File: src/clock_select_regs.vh
`ifndef CLOCK_SELECT_REGS_VH
`define CLOCK_SELECT_REGS_VH

// ==========================================================
// register indices on the register port
`define ADDR_CLOCK_DIVISOR 4'h0
`define ADDR_PLL_FEEDBACK 4'h1
`define ADDR_FAST_RC_TUNING 4'h2
`define ADDR_CLOCK_STATUS 4'h3

// ==========================================================
// clock divisor register fields
`define CDIV_FRC_DIV_HI 10
`define CDIV_FRC_DIV_LO 8
`define CDIV_POST_HI 7
`define CDIV_POST_LO 6
`define CDIV_PRE_HI 4
`define CDIV_PRE_LO 0

// pll feedback and tuning fields
`define FBD_HI 8
`define FBD_LO 0
`define TUNE_HI 5
`define TUNE_LO 0

// status register fields
`define STAT_SEL_HI 2
`define STAT_SEL_LO 0
`define STAT_MODE_HI 5
`define STAT_MODE_LO 4
`define STAT_PLL_BIT 6
`define STAT_LOADED_BIT 7

// ==========================================================
// reset values
`define RST_FRC_DIV 3'h0
`define RST_POST 2'h0
`define RST_PRE 5'h00
`define RST_FBD 9'h030
`define RST_TUNE 6'h00
`define RST_DATA 16'h0000

// ==========================================================
// initial oscillator select encodings
`define OSC_FRC 3'h0
`define OSC_FRC_PLL 3'h1
`define OSC_PRI 3'h2
`define OSC_PRI_PLL 3'h3
`define OSC_SEC 3'h4
`define OSC_LOW_POWER_RC_OSCILLATOR 3'h5
`define OSC_FRC_DIV16 3'h6
`define OSC_FRC_DIVN 3'h7

// primary oscillator mode encodings
`define PMODE_EC 2'h0
`define PMODE_XT 2'h1
`define PMODE_HS 2'h2
`define PMODE_OFF 2'h3

// postscale codes and their shift counts
`define POST_DIV2 2'h0
`define POST_DIV4 2'h1
`define POST_RSVD 2'h2
`define POST_DIV8 2'h3
`define POST_SHIFT2 2'h1
`define POST_SHIFT4 2'h2
`define POST_SHIFT8 2'h3
`define POST_BASE 9'h001

// ==========================================================
// factor offsets and fixed dividers
`define PRE_OFFSET 6'h02
`define FBD_OFFSET 10'h002
`define FRC_DIVN_BASE 9'h002
`define FRC_DIV16_LAST 8'h0F
`define ACC_MAX 12'h7FF

// oscillator source slots in the pin synchroniser
`define SRC_FRC 0
`define SRC_PRI 1
`define SRC_SEC 2
`define SRC_LOW_POWER_RC_OSCILLATOR 3
`define SRC_COUNT 4

`endif

File: src/system_clock_select_pll.v
// Strobed register access and the placing of the registers are this design's own decisions.
`timescale 1ns/1ps
`include "clock_select_regs.vh"

// Operation
// - eight system clock choices: fast rc, rc pll, primary, primary pll, secondary, low_power_rc_oscillator, rc by sixteen, rc postscaled
// - fast rc divided by two to two hundred fifty-six from three-bit field
// - software trims fast rc frequency through tuning register
// - low power rc tick also feeds watchdog and fail-safe monitor reference
// - power-on source comes from configuration select and primary mode fields
// - erased configuration starts from an internal fast rc selection
// - oscillator or pll output halved for instruction clock and peripheral base
// - pll input prescaled by two to thirty-three from five-bit field
// - vco input multiplied by feedback factor from nine-bit field
// - vco output postscaled by two, four or eight from bits seven to six
// - pll output equals input times feedback over prescale times postscale
// - select codes 000 to 111 map to the eight oscillator modes
// - erased device defaults to fast rc with divide-by-n postscaler
module system_clock_select_pll (
  // clock and reset
  input wire CLK,
  input wire ARST_N,
  // register port
  input wire [3:0] REG_ADDR,
  input wire [15:0] REG_WDATA,
  input wire REG_WRITE,
  input wire REG_READ,
  output reg [15:0] REG_RDATA,
  // configuration memory
  input wire [2:0] CONFIG_OSC_SELECT,
  input wire [1:0] CONFIG_PRIMARY_MODE,
  // oscillator pins
  input wire FAST_RC_CLK,
  input wire PRIMARY_CLK,
  input wire SECONDARY_CLK,
  input wire LOW_POWER_RC_CLK,
  // oscillator control
  output reg [5:0] FAST_RC_TUNE,
  output reg [1:0] PRIMARY_MODE,
  output reg PRIMARY_ENABLE,
  output reg SECONDARY_ENABLE,
  output reg PLL_ACTIVE,
  // derived timing
  output reg OSC_TICK,
  output reg INSTR_TICK,
  output reg PERIPH_TICK,
  output reg REFERENCE_TICK
);

  // ==========================================================
  // power-on selection capture
  // config fields are taken once, on the first edge after reset
  reg loaded_ff;
  reg [2:0] osc_sel_ff;
  reg [1:0] pmode_ff;

  always @(posedge CLK or negedge ARST_N) begin
    if (!ARST_N) begin
      loaded_ff <= 1'b0;
      osc_sel_ff <= `OSC_FRC_DIVN;
      pmode_ff <= `PMODE_OFF;
    end else if (!loaded_ff) begin
      loaded_ff <= 1'b1;
      osc_sel_ff <= CONFIG_OSC_SELECT;
      pmode_ff <= CONFIG_PRIMARY_MODE;
    end
  end

  // ==========================================================
  // oscillator pin synchronisers and edge detect
  // two flops tame metastability; the third only remembers the last level
  wire [`SRC_COUNT-1:0] osc_pin;
  wire [`SRC_COUNT-1:0] osc_rise;

  assign osc_pin[`SRC_FRC] = FAST_RC_CLK;
  assign osc_pin[`SRC_PRI] = PRIMARY_CLK;
  assign osc_pin[`SRC_SEC] = SECONDARY_CLK;
  assign osc_pin[`SRC_LOW_POWER_RC_OSCILLATOR] = LOW_POWER_RC_CLK;

  genvar g;
  generate
    for (g = 0; g < `SRC_COUNT; g = g + 1) begin : sync
      reg meta_ff;
      reg level_ff;
      reg last_ff;
      always @(posedge CLK or negedge ARST_N) begin
        if (!ARST_N) begin
          meta_ff <= 1'b0;
          level_ff <= 1'b0;
          last_ff <= 1'b0;
        end else begin
          meta_ff <= osc_pin[g];
          level_ff <= meta_ff;
          last_ff <= level_ff;
        end
      end
      assign osc_rise[g] = level_ff & ~last_ff;
    end
  endgenerate

  // ==========================================================
  // software registers
  // a reserved postscale code leaves the old value in place
  reg [2:0] frc_div_ff;
  reg [1:0] post_ff;
  reg [4:0] pre_ff;
  reg [8:0] fbd_ff;
  reg [5:0] tune_ff;

  wire wr_cdiv = REG_WRITE && (REG_ADDR == `ADDR_CLOCK_DIVISOR);
  wire wr_fbd = REG_WRITE && (REG_ADDR == `ADDR_PLL_FEEDBACK);
  wire wr_tune = REG_WRITE && (REG_ADDR == `ADDR_FAST_RC_TUNING);
  wire [1:0] post_wr = REG_WDATA[`CDIV_POST_HI:`CDIV_POST_LO];

  always @(posedge CLK or negedge ARST_N) begin
    if (!ARST_N) begin
      frc_div_ff <= `RST_FRC_DIV;
      post_ff <= `RST_POST;
      pre_ff <= `RST_PRE;
      fbd_ff <= `RST_FBD;
      tune_ff <= `RST_TUNE;
    end else begin
      if (wr_cdiv) begin
        frc_div_ff <= REG_WDATA[`CDIV_FRC_DIV_HI:`CDIV_FRC_DIV_LO];
        pre_ff <= REG_WDATA[`CDIV_PRE_HI:`CDIV_PRE_LO];
        if (post_wr != `POST_RSVD) begin
          post_ff <= post_wr;
        end
      end
      if (wr_fbd) begin
        fbd_ff <= REG_WDATA[`FBD_HI:`FBD_LO];
      end
      if (wr_tune) begin
        tune_ff <= REG_WDATA[`TUNE_HI:`TUNE_LO];
      end
    end
  end

  // ==========================================================
  // mode decode
  wire is_pll = (osc_sel_ff == `OSC_FRC_PLL) || (osc_sel_ff == `OSC_PRI_PLL);
  wire is_primary = (osc_sel_ff == `OSC_PRI) || (osc_sel_ff == `OSC_PRI_PLL);
  wire pri_on = is_primary && (pmode_ff != `PMODE_OFF);
  wire pri_tick = osc_rise[`SRC_PRI] & pri_on;

  // ==========================================================
  // fast rc divider, fixed by sixteen or by n
  // field n gives a span of two to the power n plus one
  reg [7:0] frc_cnt_ff;
  reg [7:0] nxt_frc_cnt;
  wire [8:0] frc_span = `FRC_DIVN_BASE << frc_div_ff;
  wire [8:0] frc_span_m1 = frc_span - 9'h001;
  wire [7:0] frc_last = (osc_sel_ff == `OSC_FRC_DIV16) ? `FRC_DIV16_LAST : frc_span_m1[7:0];
  wire frc_div_tick = osc_rise[`SRC_FRC] && (frc_cnt_ff >= frc_last);

  always @* begin
    nxt_frc_cnt = frc_cnt_ff;
    if (osc_rise[`SRC_FRC]) begin
      if (frc_cnt_ff >= frc_last) begin
        nxt_frc_cnt = 8'h00;
      end else begin
        nxt_frc_cnt = frc_cnt_ff + 8'h01;
      end
    end
  end

  always @(posedge CLK or negedge ARST_N) begin
    if (!ARST_N) begin
      frc_cnt_ff <= 8'h00;
    end else begin
      frc_cnt_ff <= nxt_frc_cnt;
    end
  end

  // ==========================================================
  // pll prescaler
  // passes every n-th raw source edge on to the vco input
  wire pll_in = (osc_sel_ff == `OSC_FRC_PLL) ? osc_rise[`SRC_FRC] :
                (osc_sel_ff == `OSC_PRI_PLL) ? pri_tick : 1'b0;
  wire [5:0] pre_factor = {1'b0, pre_ff} + `PRE_OFFSET;
  wire [5:0] pre_last = pre_factor - 6'h01;
  reg [5:0] pre_cnt_ff;
  reg [5:0] nxt_pre_cnt;
  wire vco_in = pll_in && (pre_cnt_ff >= pre_last);

  always @* begin
    nxt_pre_cnt = pre_cnt_ff;
    if (!is_pll) begin
      nxt_pre_cnt = 6'h00;
    end else if (pll_in) begin
      if (pre_cnt_ff >= pre_last) begin
        nxt_pre_cnt = 6'h00;
      end else begin
        nxt_pre_cnt = pre_cnt_ff + 6'h01;
      end
    end
  end

  // ==========================================================
  // feedback multiply and postscale as a credit accumulator
  wire [9:0] fbd_factor = {1'b0, fbd_ff} + `FBD_OFFSET;
  reg [1:0] post_shift;

  always @* begin
    case (post_ff)
      `POST_DIV2: post_shift = `POST_SHIFT2;
      `POST_DIV4: post_shift = `POST_SHIFT4;
      `POST_DIV8: post_shift = `POST_SHIFT8;
      default: post_shift = `POST_SHIFT2;
    endcase
  end

  // only the postscale is spent per output: the prescaler already thinned the vco input
  // so the average rate is input times feedback over prescale times postscale
  wire [8:0] pll_div = `POST_BASE << post_shift;
  reg [10:0] acc_ff;
  reg [11:0] nxt_acc;
  wire pll_tick = is_pll && ({1'b0, acc_ff} >= {3'h0, pll_div});

  // each vco input adds the feedback factor; each output spends the divisor
  always @* begin
    nxt_acc = {1'b0, acc_ff};
    if (vco_in) begin
      nxt_acc = nxt_acc + {2'h0, fbd_factor};
    end
    if (pll_tick) begin
      nxt_acc = nxt_acc - {3'h0, pll_div};
    end
    // saturation keeps a too-fast request from wrapping the credit
    if (!is_pll) begin
      nxt_acc = 12'h000;
    end else if (nxt_acc > `ACC_MAX) begin
      nxt_acc = `ACC_MAX;
    end
  end

  always @(posedge CLK or negedge ARST_N) begin
    if (!ARST_N) begin
      pre_cnt_ff <= 6'h00;
      acc_ff <= 11'h000;
    end else begin
      pre_cnt_ff <= nxt_pre_cnt;
      acc_ff <= nxt_acc[10:0];
    end
  end

  // ==========================================================
  // system clock source select
  // both postscaled fast rc modes share one divider; the mode picks its span
  reg src_tick;

  always @* begin
    case (osc_sel_ff)
      `OSC_FRC: src_tick = osc_rise[`SRC_FRC];
      `OSC_FRC_PLL: src_tick = pll_tick;
      `OSC_PRI: src_tick = pri_tick;
      `OSC_PRI_PLL: src_tick = pll_tick;
      `OSC_SEC: src_tick = osc_rise[`SRC_SEC];
      `OSC_LOW_POWER_RC_OSCILLATOR: src_tick = osc_rise[`SRC_LOW_POWER_RC_OSCILLATOR];
      `OSC_FRC_DIV16: src_tick = frc_div_tick;
      `OSC_FRC_DIVN: src_tick = frc_div_tick;
      default: src_tick = 1'b0;
    endcase
  end

  // ==========================================================
  // halving stage and output registers
  // no tick leaves before the configuration has been captured
  reg half_ff;
  wire gated_tick = src_tick & loaded_ff;

  always @(posedge CLK or negedge ARST_N) begin
    if (!ARST_N) begin
      half_ff <= 1'b0;
      OSC_TICK <= 1'b0;
      INSTR_TICK <= 1'b0;
      PERIPH_TICK <= 1'b0;
      REFERENCE_TICK <= 1'b0;
      FAST_RC_TUNE <= `RST_TUNE;
      PRIMARY_MODE <= `PMODE_OFF;
      PRIMARY_ENABLE <= 1'b0;
      SECONDARY_ENABLE <= 1'b0;
      PLL_ACTIVE <= 1'b0;
    end else begin
      if (gated_tick) begin
        half_ff <= ~half_ff;
      end
      OSC_TICK <= gated_tick;
      INSTR_TICK <= gated_tick & half_ff;
      PERIPH_TICK <= gated_tick & half_ff;
      REFERENCE_TICK <= osc_rise[`SRC_LOW_POWER_RC_OSCILLATOR];
      FAST_RC_TUNE <= tune_ff;
      PRIMARY_MODE <= pri_on ? pmode_ff : `PMODE_OFF;
      PRIMARY_ENABLE <= loaded_ff & pri_on;
      SECONDARY_ENABLE <= loaded_ff & (osc_sel_ff == `OSC_SEC);
      PLL_ACTIVE <= loaded_ff & is_pll;
    end
  end

  // ==========================================================
  // register read port
  // read data stands for one cycle only and reads zero otherwise
  reg [15:0] rd_word;

  always @* begin
    rd_word = `RST_DATA;
    case (REG_ADDR)
      `ADDR_CLOCK_DIVISOR: begin
        rd_word[`CDIV_FRC_DIV_HI:`CDIV_FRC_DIV_LO] = frc_div_ff;
        rd_word[`CDIV_POST_HI:`CDIV_POST_LO] = post_ff;
        rd_word[`CDIV_PRE_HI:`CDIV_PRE_LO] = pre_ff;
      end
      `ADDR_PLL_FEEDBACK: begin
        rd_word[`FBD_HI:`FBD_LO] = fbd_ff;
      end
      `ADDR_FAST_RC_TUNING: begin
        rd_word[`TUNE_HI:`TUNE_LO] = tune_ff;
      end
      `ADDR_CLOCK_STATUS: begin
        rd_word[`STAT_SEL_HI:`STAT_SEL_LO] = osc_sel_ff;
        rd_word[`STAT_MODE_HI:`STAT_MODE_LO] = pmode_ff;
        rd_word[`STAT_PLL_BIT] = is_pll;
        rd_word[`STAT_LOADED_BIT] = loaded_ff;
      end
      default: begin
        rd_word = `RST_DATA;
      end
    endcase
  end

  always @(posedge CLK or negedge ARST_N) begin
    if (!ARST_N) begin
      REG_RDATA <= `RST_DATA;
    end else begin
      REG_RDATA <= REG_READ ? rd_word : `RST_DATA;
    end
  end

endmodule // system_clock_select_pll

File: config.mk
export PLATFORM = sky130hd
export DESIGN_NAME = system_clock_select_pll
export DESIGN_NICKNAME = d
export VERILOG_FILES = /design/src/system_clock_select_pll.v
export VERILOG_INCLUDE_DIRS = /design/src
export SDC_FILE = /design/constraint.sdc
export NUM_CORES = 1
export LEC_CHECK = 0
export ABC_CLOCK_PERIOD_IN_PS = 11600
export BUFFER_PORTS_ARGS = -buffer_cell sky130_fd_sc_hd__buf_2
export CORE_MARGIN = 2
export CORE_UTILIZATION = 55
export DETAILED_ROUTE_END_ITERATION = 8
export GPL_ROUTABILITY_DRIVEN = 0
export PLACE_DENSITY = 0.81
export SLEW_MARGIN = 20
export SYNTH_ARGS = -nofsm -noshare
export SYNTH_HDL_FRONTEND = slang
export SYNTH_SLANG_ARGS = --single-unit
export TNS_END_PERCENT = 100
File: constraint.sdc
create_clock -name CLK -period 11.6 [get_ports CLK]
set_clock_uncertainty 0.1 [all_clocks]
set_input_delay 0.58 -clock CLK [delete_from_list [all_inputs] [get_ports CLK]]
set_output_delay 0.58 -clock CLK [all_outputs]
set_load 0.005 [all_outputs]
==> results.txt <==
Die Ht -> 103 um
Synth cell types -> 67
commonest non-fill, non-tap cell in the layout -> dfrtp_1
commonest cells after routing, fill and taps aside -> dfrtp_1, buf_2, ha_1
routed len/inst -> 17.5 um
DR DRC count -> 0
initial drt markers -> 231
Hold Crit Class -> in2async
Clock transition at path regs -> 0.10 ns
Post-synth EDFFs -> 0
number of synthesized register bits -> 94
Reg power frac -> 36.4%
Synth Area in Simple Gates -> 15.2%
synthesized area -> 5380 sq um
initial core utilization -> 55.8%
post-synthesis instance total -> 508
grt total ovfl -> 0
internal cell power -> 0.779 mW
Critical Path AT -> 5.05 ns
CTS buffer count -> 9
I/O pin cnt -> 64
ANT nets after route -> 0
Sw Ratio -> 37.5%
GR Util All Layers -> 24.2%
final WL -> 12200 um
top cell type by total area after synthesis -> dfrtp_1
Storage cell area -> 2360 sq um
diode count -> 0
Clock Latency Late Sink -> 0.37 ns
Clock Power Share -> 22.8%
Synth-to-Final Area Change -> 11.9%
# placed instances -> 682
RSZ-0062 raised after global routing -> false
Finished Core Util -> 62.5%
fillers -> 781
initial antenna violation count -> 0
CTS root buf -> clkbuf_8
Compound-Gate Fraction of Synth Area -> 13.2%
clock buffer depth -> 2
die width -> 103 um
max_slew headroom -> 45.8%
Primary FF master, synth -> dfrtp_1
vias in the first global route -> 4062
top cells by area, synth -> dfrtp_1, ha_1, mux2_2, dfstp_2, o21ai_0
postcts setup bufs -> 0
CTS tree -> built
core region area -> 9640 sq um
Worst-Margin Slew -> 0.814 ns
share of layout cells above drive strength 1 -> 23.5%
final worst-path cycle share -> 42.4%
Crit. End Element -> register
Tmin final -> 4.92 ns
Hold Vio Cnt, Final -> 0
FP Rows -> 36
cts repair resizes -> 0
CP Max Fanout -> 18
Clock Sinks -> 94
total iterations of the first detailed-routing run -> 4
Power Density -> 207 nW/um^2
Req. time, crit path -> 11.73 ns
VDD IR max -> 0.0000689 V
Crit Path Class -> reg2reg
Vias per Instance -> 5.87
f_max -> 203 MHz
Min Hold Slack -> 0.0101 ns
H-tree lvl count -> 3
global-route wire length before repair -> 19700 um
P_sw -> 0.467 mW
crit start category -> register
area of the multi-input gates -> 2880 sq um
Yosys Warn Count -> 0
status -> completed
Async SR Flop Fraction -> 100%
Synth Area in XOR/XNOR -> 4.05%
Nets -> 638
Max Transition Viols Final -> 0
hpwl dp -> 8910 um
setup_tns -> 0 ns
top cell type's share of synthesized area -> 39.5%
die footprint -> 10600 sq um
Synth Area in Adders -> 10.7%
sequential share of the synthesized area -> 43.9%
post-synthesis mux area share -> 9.72%
hold_buf cts -> 0
Avg Inst Size Synth -> 10.6 sq um
vias -> 4097
main combinational cell family by area after synthesis -> simple AND/OR/NAND/NOR gates
Lkg Pwr -> 2.86 nW
max-cap viol count -> 0
Combinational Power Share -> 40.9%
Final Setup Violations -> 0
largest net degree at the start of global routing -> 66
fin cells -> 698
# port buffers -> 53
## critical path: stages, from the launching register on
cell	delay (ns)
dfrtp_1	0.45
ha_1	0.25
nand3_1	0.10
xor2_1	0.16
ha_1	0.26
o21a_1	0.18
a21oi_2	0.16
o21ai_1	0.15
nand2_2	0.37
mux2i_1	0.43
inv_1	0.10
ha_1	0.29
nor2b_1	0.13
o21ai_0	0.17
nand2b_1	0.15
a211oi_2	0.31
o21ai_2	0.16
nor4b_4	0.34
xor2_2	0.40
o21ai_1	0.13
## worst paths after layout
check	to	from	cells past startpoint	slack, ns
setup / recovery	acc_ff[6]	pre_ff[0]	19	6.68
hold reg to reg	sync[2].level_ff	sync[2].meta_ff	0	0.25
min in group CLK	sync[2].meta_ff	SECONDARY_CLK	1	0.22
max in group asynchronous	REG_RDATA[0]	ARST_N	2	10.24
setup reg to reg	acc_ff[6]	pre_ff[0]	19	6.68
hold / removal	frc_cnt_ff[7]	ARST_N	1	0.01
## logic make-up after synthesis
| family | count (synthesis) |
|---|---|
| compound gates | 111 |
| other cells | 2 |
| xor+xnor | 24 |
| simple gates | 153 |
| buf+inv | 36 |
| flops | 94 |
| fa+ha+maj | 45 |
| mux | 43 |
## stage by stage
step | total power, mW | cell area, sq um | worst slack (ns)
2_1_floorplan | 0.822 | 5400 | 7.60
3_3_place_gp | 0.918 | 5750 | 6.97
3_5_place_dp | 0.951 | 5750 | 6.81
4_1_cts | 1.24 | 6020 | 6.75
5_1_grt | 1.33 | 6020 | 6.40
6_report | 1.25 | 6020 | 6.68
## sequential cells by signal (all words and copies together) (netlist names), 5 cells and up
name / flops
pre_ff: 5
FAST_RC_TUNE: 6
fbd_ff: 9
tune_ff: 6
frc_cnt_ff: 8
acc_ff: 11
REG_RDATA: 11
pre_cnt_ff: 6
## power by group through the flow
stage / Clock (mW) / Combinational (mW) / Sequential [mW]
final: 0.284 / 0.509 / 0.453
after global routing: 0.303 / 0.563 / 0.460
after CTS: 0.288 / 0.505 / 0.450
after detailed placement: 0 / 0.496 / 0.456
after global placement: 0 / 0.466 / 0.452
after floorplan: 0 / 0.391 / 0.432
## cells in the mapped netlist, types with 2 or more instances
master / instances
a22oi_1: 4
inv_1: 16
a21o_1: 2
fa_1: 2
dfstp_2: 9
nand4_1: 2
o21ai_1: 7
o21a_1: 6
nor4_1: 5
a2111oi_0: 2
xnor2_1: 13
nor3b_1: 4
or2_2: 3
or3_1: 6
nand3_1: 11
clkbuf_1: 13
nor2b_1: 7
or2b_1: 2
nand2b_1: 7
a211o_1: 3
nor3_1: 12
nand2b_2: 2
xor2_1: 10
mux2_2: 31
dfrtp_1: 85
o21ai_0: 30
mux4_2: 3
buf_4: 6
a21oi_1: 29
o31ai_1: 3
ha_1: 43
mux2i_1: 8
and3_1: 8
and2_1: 3
nand2_1: 38
conb_1: 2
and2b_1: 2
a211oi_1: 3
nor2_1: 34
o211ai_1: 5
## cell type report
cell class              count  area share [%]
clock buffers               9            2.06
multi-input cells         384            47.8
flip-flops and latches     94            39.3
repair buffers             55            4.70
clock inverters             7            2.41
inverters                  16           0.998
well taps                 133            2.76
## metal layers
layer / up-vias / global-route usage [%] / wire [um]
met5: - / 0 / 0
met4: 0 / 12.2 / 491
met3: 49 / 4.34 / 591
met2: 132 / 41.0 / 6230
met1: 1998 / 29.8 / 4890
li1: 1918 / - / -
Power figures use the tool's default switching activity.
